### config.mk
export PLATFORM = sky130hd
export DESIGN_NAME = csb_unit
export DESIGN_NICKNAME = d
export VERILOG_FILES = /design/src/common/csb_pkg.sv /design/src/logic/csb_cond_eval.sv /design/src/logic/csb_unit.sv
export SDC_FILE = /design/constraint.sdc
export NUM_CORES = 1
export LEC_CHECK = 0
export BUFFER_PORTS_ARGS = -buffer_cell sky130_fd_sc_hd__buf_2
export CAP_MARGIN = 10
export CORE_MARGIN = 1
export CORE_UTILIZATION = 54
export DETAILED_ROUTE_END_ITERATION = 8
export GPL_TIMING_DRIVEN = 0
export HOLD_SLACK_MARGIN = 0.03
export PLACE_DENSITY = 0.82
export RECOVER_POWER = 25
export SYNTH_ARGS = -nofsm -noshare
export SYNTH_HDL_FRONTEND = slang
export SYNTH_SLANG_ARGS = --single-unit
### constraint.sdc
create_clock -name core_clk -period 2.7 [get_ports core_clk]
set_clock_uncertainty 0.1 [all_clocks]
set_input_delay 0.135 -clock core_clk [delete_from_list [all_inputs] [get_ports core_clk]]
set_output_delay 0.135 -clock core_clk [all_outputs]
set_load 0.005 [all_outputs]
### src/common/csb_pkg.sv
`default_nettype none
package csb_pkg;

	// ==========================================================
	// widths
	localparam int CSB_PC_W    = 16;
	localparam int CSB_OFS_W   = 7;
	localparam int CSB_CYC_W   = 2;

	// ==========================================================
	// status flag positions (plain defaults of the core)
	localparam logic [2:0] CSB_FLAG_C_POS = 3'h0;
	localparam logic [2:0] CSB_FLAG_Z_POS = 3'h1;

	// ==========================================================
	// program counter steps in words
	localparam logic [CSB_PC_W-1:0] CSB_PC_STEP_SEQ  = 16'h0001;
	localparam logic [CSB_PC_W-1:0] CSB_PC_STEP_SKP1 = 16'h0002;
	localparam logic [CSB_PC_W-1:0] CSB_PC_STEP_SKP2 = 16'h0003;

	// ==========================================================
	// cycle counts
	localparam logic [CSB_CYC_W-1:0] CSB_CYC_NOT_TAKEN = 2'h1;
	localparam logic [CSB_CYC_W-1:0] CSB_CYC_BRANCH    = 2'h2;
	localparam logic [CSB_CYC_W-1:0] CSB_CYC_SKIP1     = 2'h2;
	localparam logic [CSB_CYC_W-1:0] CSB_CYC_SKIP2     = 2'h3;

	// ==========================================================
	// reset values
	localparam logic [CSB_PC_W-1:0]  CSB_PC_RST  = 16'h0000;
	localparam logic [CSB_CYC_W-1:0] CSB_CYC_RST = 2'h0;

	typedef enum logic [3:0] {
		CSB_OP_SKIP_IO_BIT_CLEAR        = 4'h0,
		CSB_OP_SKIP_IO_BIT_SET          = 4'h1,
		CSB_OP_BRANCH_FLAG_SET_GENERIC  = 4'h2,
		CSB_OP_BRANCH_FLAG_CLEAR_GENERIC= 4'h3,
		CSB_OP_BRANCH_ZERO_SET          = 4'h4,
		CSB_OP_BRANCH_ZERO_CLEAR        = 4'h5,
		CSB_OP_BRANCH_CARRY_SET         = 4'h6,
		CSB_OP_BRANCH_CARRY_CLEAR       = 4'h7,
		CSB_OP_BRANCH_UNSIGNED_GE       = 4'h8
	} csb_op_t;

	typedef struct packed {
		csb_op_t                op;
		logic [2:0]             bit_sel;
		logic [CSB_OFS_W-1:0]   offset;
		logic [7:0]             io_data;
		logic                   next_two_word;
		logic [CSB_PC_W-1:0]    pc;
	} csb_req_t;

	typedef struct packed {
		logic                   taken;
		logic [CSB_CYC_W-1:0]   cycles;
		logic [CSB_PC_W-1:0]    next_pc;
	} csb_resp_t;

	typedef enum logic [0:0] {
		CSB_ST_IDLE  = 1'h0,
		CSB_ST_STALL = 1'h1
	} csb_state_t;

endpackage : csb_pkg
`default_nettype wire

### src/logic/csb_cond_eval.sv
`timescale 1ns/1ps
`default_nettype none

module csb_cond_eval (
	input  wire csb_pkg::csb_op_t op,
	input  wire logic [2:0]       bit_sel,
	input  wire logic [7:0]       flags,
	input  wire logic [7:0]       io_data,
	output logic                  is_skip,
	output logic                  taken
);

	// ==========================================================
	// condition select
	always_comb
	begin
		is_skip = 1'h0;
		taken   = 1'h0;
		case (op)
			csb_pkg::CSB_OP_SKIP_IO_BIT_CLEAR:
			begin
				is_skip = 1'h1;
				taken   = ~io_data[bit_sel];
			end
			csb_pkg::CSB_OP_SKIP_IO_BIT_SET:
			begin
				is_skip = 1'h1;
				taken   = io_data[bit_sel];
			end
			csb_pkg::CSB_OP_BRANCH_FLAG_SET_GENERIC:
				taken = flags[bit_sel];
			csb_pkg::CSB_OP_BRANCH_FLAG_CLEAR_GENERIC:
				taken = ~flags[bit_sel];
			csb_pkg::CSB_OP_BRANCH_ZERO_SET:
				taken = flags[csb_pkg::CSB_FLAG_Z_POS];
			csb_pkg::CSB_OP_BRANCH_ZERO_CLEAR:
				taken = ~flags[csb_pkg::CSB_FLAG_Z_POS];
			csb_pkg::CSB_OP_BRANCH_CARRY_SET:
				taken = flags[csb_pkg::CSB_FLAG_C_POS];
			csb_pkg::CSB_OP_BRANCH_CARRY_CLEAR,
			csb_pkg::CSB_OP_BRANCH_UNSIGNED_GE:
				taken = ~flags[csb_pkg::CSB_FLAG_C_POS];
			default:
				taken = 1'h0;
		endcase
	end

endmodule : csb_cond_eval

`default_nettype wire

### src/logic/csb_unit.sv
// Summary of operation
// - io bit clear: skip next instruction
// - io bit set: skip next instruction
// - selected flag set: branch pc+k+1
// - selected flag clear: branch pc+k+1
// - zero set/clear branches to pc+k+1
// - carry set branches to pc+k+1
// - carry clear or same-or-higher branches
`timescale 1ns/1ps
`default_nettype none

module csb_unit (
	input  wire logic                core_clk,
	input  wire logic                reset,
	input  wire logic                req_valid,
	input  wire csb_pkg::csb_req_t   req,
	input  wire logic [7:0]          status_flags_register,
	output logic                     req_ready,
	output logic                     resp_valid,
	output csb_pkg::csb_resp_t       resp
);

	// ==========================================================
	// condition
	logic                               is_skip;
	logic                               cond_taken;
	logic                               accept;
	logic [csb_pkg::CSB_PC_W-1:0]       ofs_ext;
	logic [csb_pkg::CSB_PC_W-1:0]       seq_pc;
	logic [csb_pkg::CSB_PC_W-1:0]       skip_pc;
	logic [csb_pkg::CSB_PC_W-1:0]       branch_pc;
	logic [csb_pkg::CSB_CYC_W-1:0]      skip_cyc;
	logic [csb_pkg::CSB_PC_W-1:0]       pc_d;
	logic [csb_pkg::CSB_CYC_W-1:0]      cyc_d;
	logic                               stall_start;
	logic                               stall_end;
	csb_pkg::csb_state_t                state_d;
	csb_pkg::csb_state_t                state_q;
	logic [csb_pkg::CSB_CYC_W-1:0]      stall_q;
	logic                               ready_q;
	logic                               valid_q;
	csb_pkg::csb_resp_t                 resp_q;

	csb_cond_eval csb_cond_eval_i (
		.op      (req.op),
		.bit_sel (req.bit_sel),
		.flags   (status_flags_register),
		.io_data (req.io_data),
		.is_skip (is_skip),
		.taken   (cond_taken)
	);

	assign accept = req_valid & ready_q;

	// ==========================================================
	// offset sign extension
	// low bits copy the offset, every bit above repeats its sign bit
	generate
		for (genvar gi = 0; gi < csb_pkg::CSB_PC_W; gi++)
		begin : g_ofs_ext
			if (gi < csb_pkg::CSB_OFS_W)
			begin : g_low
				assign ofs_ext[gi] = req.offset[gi];
			end
			else
			begin : g_sign
				assign ofs_ext[gi] = req.offset[csb_pkg::CSB_OFS_W-1];
			end
		end
	endgenerate

	// ==========================================================
	// candidate targets
	// every sum wraps in the word space, as the pc itself does;
	// a branch near either end of memory lands on the other end
	assign seq_pc    = req.pc + csb_pkg::CSB_PC_STEP_SEQ;
	assign skip_pc   = req.next_two_word ? req.pc + csb_pkg::CSB_PC_STEP_SKP2
		: req.pc + csb_pkg::CSB_PC_STEP_SKP1;
	assign skip_cyc  = req.next_two_word ? csb_pkg::CSB_CYC_SKIP2
		: csb_pkg::CSB_CYC_SKIP1;
	assign branch_pc = req.pc + ofs_ext + csb_pkg::CSB_PC_STEP_SEQ;

	// ==========================================================
	// next pc and cycle cost
	always_comb
	begin
		pc_d  = seq_pc;
		cyc_d = csb_pkg::CSB_CYC_NOT_TAKEN;
		if (cond_taken && is_skip)
		begin
			pc_d  = skip_pc;
			cyc_d = skip_cyc;
		end
		else if (cond_taken)
		begin
			pc_d  = branch_pc;
			cyc_d = csb_pkg::CSB_CYC_BRANCH;
		end
	end

	// ==========================================================
	// stall control
	// only a taken branch or skip costs extra cycles; a fall-through
	// keeps the unit open so requests may follow every cycle
	assign stall_start = accept && (cyc_d != csb_pkg::CSB_CYC_NOT_TAKEN);
	assign stall_end   = (state_q == csb_pkg::CSB_ST_STALL)
		&& (stall_q == csb_pkg::CSB_CYC_NOT_TAKEN);

	always_comb
	begin
		state_d = state_q;
		case (state_q)
			csb_pkg::CSB_ST_IDLE:
			begin
				if (stall_start)
				begin
					state_d = csb_pkg::CSB_ST_STALL;
				end
			end
			csb_pkg::CSB_ST_STALL:
			begin
				if (stall_end)
				begin
					state_d = csb_pkg::CSB_ST_IDLE;
				end
			end
			default:
			begin
				state_d = csb_pkg::CSB_ST_IDLE;
			end
		endcase
	end

	always_ff @(posedge core_clk)
	begin
		if (reset)
		begin
			state_q <= csb_pkg::CSB_ST_IDLE;
		end
		else
		begin
			state_q <= state_d;
		end
	end

	// ==========================================================
	// remaining stall cycles
	always_ff @(posedge core_clk)
	begin
		if (reset)
		begin
			stall_q <= csb_pkg::CSB_CYC_RST;
		end
		else if (stall_start)
		begin
			stall_q <= cyc_d - csb_pkg::CSB_CYC_NOT_TAKEN;
		end
		else if (state_q == csb_pkg::CSB_ST_STALL)
		begin
			stall_q <= stall_q - csb_pkg::CSB_CYC_NOT_TAKEN;
		end
	end

	// ==========================================================
	// ready
	// low from the taking edge until the stall count runs out; a request
	// offered meanwhile is simply not taken and leaves no trace
	always_ff @(posedge core_clk)
	begin
		if (reset)
		begin
			ready_q <= 1'h0;
		end
		else if (stall_start)
		begin
			ready_q <= 1'h0;
		end
		else if ((state_q == csb_pkg::CSB_ST_IDLE) || stall_end)
		begin
			ready_q <= 1'h1;
		end
	end

	// ==========================================================
	// answer strobe, one pulse per taken request
	always_ff @(posedge core_clk)
	begin
		if (reset)
		begin
			valid_q <= 1'h0;
		end
		else
		begin
			valid_q <= accept;
		end
	end

	// ==========================================================
	// answer fields
	// there is no flag output, so the flags cannot change here;
	// fields hold until the next taken request for a slow reader
	always_ff @(posedge core_clk)
	begin
		if (reset)
		begin
			resp_q <= '{taken: 1'h0, cycles: csb_pkg::CSB_CYC_RST,
				next_pc: csb_pkg::CSB_PC_RST};
		end
		else if (accept)
		begin
			resp_q <= '{taken: cond_taken, cycles: cyc_d, next_pc: pc_d};
		end
	end

	// ==========================================================
	// outputs, each straight from its register
	assign req_ready  = ready_q;
	assign resp_valid = valid_q;
	assign resp       = resp_q;

endmodule : csb_unit

`default_nettype wire

Yosys cells after proc, flatten, opt, wreduce, memory -nomap -nowiden
Cells that the tools add are included.

Bits in registers: 24. Output and inout bits: 21.

Add/sub/neg operators: 7. Magnitude comparators: 1. Equal/unequal tests: 10. Muxes and demuxes: 17. Bitwise operators: 6. Reductions and logical operators: 9.

Operator list (count): $mux 16 (3); $add 16x1->16 const B (2); $add 16x2->16 const B (2); $add 16x16->16 (1); $eq 4x3->1 const B (4); $eq 4x2->1 const B (2); $mux 2 (4); $pmux 1 s8 (1); $bmux 1 s3 (2); $mux 1 (6); $reduce_or 2->1 (3); $not 1->1 (5); $eq 4x1->1 const B (1); $eq 4x4->1 const B (1); $logic_not 4->1 (1); $lt 3x4->1 const B (1); $sub 2x1->2 const B (2); $logic_and 1x1->1 (3); $eq 2x1->1 const B (1); $ne 2x1->1 const B (1); $pmux 1 s2 (1); $reduce_bool 2->1 (1); $and 1x1->1 (1); $logic_or 1x1->1 (1).

Logic depth before layout (Yosys ltp)
Depth after elaboration: 10. Depth in mapped cells: 11. Depth with buffers taken out: 11.

Cells and area by module
A second synthesis with hierarchy kept.

Cells, all modules: 358. Area total of the unflattened synthesis: 2713.9 um^2.

Modules (own cells, without submodules): csb_unit (instances 1, cells an instance 339, area each 2499.9 um^2); csb_cond_eval (instances 1, cells an instance 19, area each 214.0 um^2).

Least setup slack after synthesis
No wires, ideal clock.

Path kind: in2reg. Start point: input port req[0] (netlist bit). End point: register resp_q (netlist bit resp[14]). Arrival: 2.041 ns. Required time: 2.483 ns. Slack: 0.442 ns. Stages: 11. Cells stage by stage: inv_1 ha_1 inv_1 fa_1 a21o_1 a31o_2 o31ai_1 a21boi_0 nand2_1 o2111ai_1 a22o_1.

Longest elaborated chain between the ends: 4. Elaborated cells between the ends (all ways): 8. Classes of those cells: add/sub (5); mux (3).

Ends and longest elaborated chain: start: declaration (line csb_unit.sv:16) `input wire csb_pkg::csb_req_t req,`; $add 16x16->16 (line csb_unit.sv:81) `assign branch_pc = req.pc + ofs_ext + csb_pkg::CSB_PC_STEP_SEQ;`; $add 16x1->16 (line csb_unit.sv:81); $mux 16 (line csb_unit.sv:94) `else if (cond_taken)`; $mux 16 (*) (line csb_unit.sv:89) `if (cond_taken && is_skip)`; end signal: assignment (line csb_unit.sv:206) `resp_q <= '{taken: 1'h0, cycles: csb_pkg::CSB_CYC_RST,`; end signal: assignment (line csb_unit.sv:211) `resp_q <= '{taken: cond_taken, cycles: cyc_d, next_pc: pc_d};`; end: declaration (line csb_unit.sv:42) `csb_pkg::csb_resp_t resp_q;`.

Mark *: on every way between the ends. The rest lies on a longest branch, timed or not. A chain may end at the register's enable or synchronous reset.

Worst setup path after layout
Same ends and word-level chain as after synthesis.

==> flow_summary.ini <==
[outcome]
outcome = finished, final reports clean

[critical_path]
critical_path.startpoint_type = primary input
cp.arrival_ps = 2550
crit_start = req[0]
crit_type = primary input to flip-flop
cp-end-kind = flip-flop
cp_common_cell = inv_1
r2r_start = req_ready
required_ps = 2780
cpPeakStageDelay_ps = 400
worstPathCellList = buf_2 -> inv_1 -> ha_1 -> inv_1 -> fa_1 -> a21o_1 -> a31o_2 -> o31ai_1 -> a21boi_0 -> nand2_1 -> o2111ai_1 -> a22o_1
path_max_fanout = 6
r2r-end = stall_q[0]
worstRegToRegCells = 5
path_depth = 12
cp_num_buf_inv = 3
critical-path-slowest-cell = fa_1
crit_end = resp[14]
cpLargestDelayFamily = compound AO/OA/AOI/OAI gates
r2r_slack_ps = 860

[timing]
setup_violations = 0
hold_ws_ps = 34.2
rsz0062_at_grt = false
fmax_mhz = 405
setup_ws_ps = 229
slew_headroom_pct = 43.8
drv_slew = 0
fin_crit_sh_pct = 91.5
fin_tns_setup_ps = 0
worst_pin_slew_ps = 836
hold_viol = 0
period_needed_ps = 2470

[finish]
fin_area_mm2 = 0.00315
drive_above_1_share_pct = 20.6
fin_nets = 479
mostFrequentLayoutCells = buf_2 (67), nor2_1 (40), nand2_1 (24), dfxtp_1 (24)
num_antenna_cells = 0
synthToLayoutAreaGrowth_pct = 18.3
fillers = 410
layout_commonest_cell = buf_2

[clock_network]
numCtsBuffers = 3
htree_num_levels = 1
clk_latency_ps = 270
ctsHoldBuffers = 0
clock_sinks = 24
cts_max_path_buffers = 2
post_cts_resize_count = 0
clkTransAtPathRegs_ps = 90
clock-root-buffer = clkbuf_8
cts_setup_buffers = 0
cts_tree = yes

[die]
core-area_mm2 = 0.00472
ios = 71
rows = 25
initial_core_util_pct = 56.3
die_w_um = 72.2
dieArea_mm2 = 0.00521
die_h_um = 72.2

[min_path]
worstHoldStart = req[0]
worstHoldPathType = primary input to flip-flop

[power_and_ir_drop]
p_per_area_mw_per_mm2 = 391
ir_worst_vdd_mv = 0.309
leakagePower_uw = 0.00138

[yosys]
syn_avg_cell_area_um2 = 7.91
synthesis.nets = 407
ys_seq_elements = 24
ys_seq_area_share_pct = 18.1
syn_area_mm2 = 0.00266
async_flop_share_pct = 0
synth.distinct_cells = 57
synthFlopType = dfxtp_1
synthCells = 336
synth-edff-count = 0
ys_warn_count = 0

[global_routing]
groute.usage.overall_pct = 28.5
antenna_found_initial = 0
met3_usage_pct = 4.03
grt_overflow = 0
grt_util_met1_pct = 36.1
grt_max_degree = 15
grt_pass1_vias = 2552
grt_pass1_wl_mm = 11.8
grt-busiest-layer = met2
grt_util_met2_pct = 49.3

[place]
dp_slack_ps = -41.9
dp_hpwl_mm = 5.67
gp_congestion = 0.924
placed_area_mm2 = 0.00308
io_buffers = 67

[routing]
ant_nets = 0
first_iter_violations = 177
wl_per_cell_um = 15.2
drt_wl_total_mm = 7.22
vias_per_cell = 5.88
dr.pass1.iters = 5
route.detailed.drc = 0
vias = 2789

[job]
timing.max_cap.violations = 0
through the flow:
step	power [uW]	util [%]	instances
after global routing	1300	66.6	474
after CTS	1220	66.7	474
final	1230	66.6	474
after global placement	888	65.2	470
after floorplan	742	-	336
after detailed placement	903	65.2	470
synth_stat cells (all sizes together), types with 2 or more instances:
library cell   n  area (um2)
nor2          42         181
nand2         25        96.4
dfxtp         24         480
xor2          24         229
a21oi         23         115
ha            20         250
o21ai         18        90.1
xnor2         18         165
a211oi        13        97.6
clkbuf        12        45.0
nor3          11        55.1
inv            8        30.0
nand3          8        40.0
a21o           7        52.6
nand4          7        43.8
o31ai          6        45.0
a221oi         5        43.8
buf            5        37.5
mux2i          5        50.1
nor4           5        31.3
a31oi          4        25.0
mux4           4         105
nor2b          4        25.0
o2111ai        3        26.3
or2            3        18.8
or3            3        18.8
a22oi          2        15.0
a311o          2        21.3
a32o           2        20.0
a32oi          2        17.5
nand2b         2        12.5
o21a           2        15.0
kinds of logic (layout without fill, tap and decap cells):
group	Yosys count	count (layout)	synth area share [%]
adder cells (fa/ha/maj)	21	21	10.2
XOR/XNOR	42	42	14.8
AO/OA/AOI/OAI	96	96	24.3
AND/OR/NAND/NOR	118	118	22.0
buffers and inverters	25	96	4.23
flip-flops	24	24	18.1
multiplexers	10	10	6.40
power by group:
part	internal (uW)	leakage (uW)	switching, uW
Sequential	382	0.000197	14.4
Clock	199	0.0000357	125
Combinational	217	0.00114	292
how the worst min path moves through the flow:
stage               to  slack [ps]  cells after the start
6_report       resp[0]          30                      2
5_1_grt        resp[0]          40                      2
3_3_place_gp   resp[0]         330                      2
3_5_place_dp   resp[0]         320                      2
2_1_floorplan  resp[0]         140                      1
4_1_cts        resp[0]          30                      2
registers in the layout, summed over array words and instances (netlist names):
signal / count
resp_valid: 1
stall_q: 2
req_ready: 1
state_q: 1
resp: 19
metal layers:
metal	vias up	share of wire, %
met5	-	0
met4	0	1.4
met3	11	6.3
met2	95	49
met1	1298	44
li1	1385	-
layout make-up:
type	instances	area [um2]	area share (%)
Inverter	8	30.0	0.955
Sequential cell	24	480	15.3
Clock buffer	3	41.3	1.31
Timing Repair Buffer	67	332	10.5
Clock inverter	1	30.0	0.955
Tap cell	67	83.8	2.67
Multi-Input combinational cell	287	2070	65.7
Buffer	17	82.6	2.63
(Power assumes the default switching activity.)
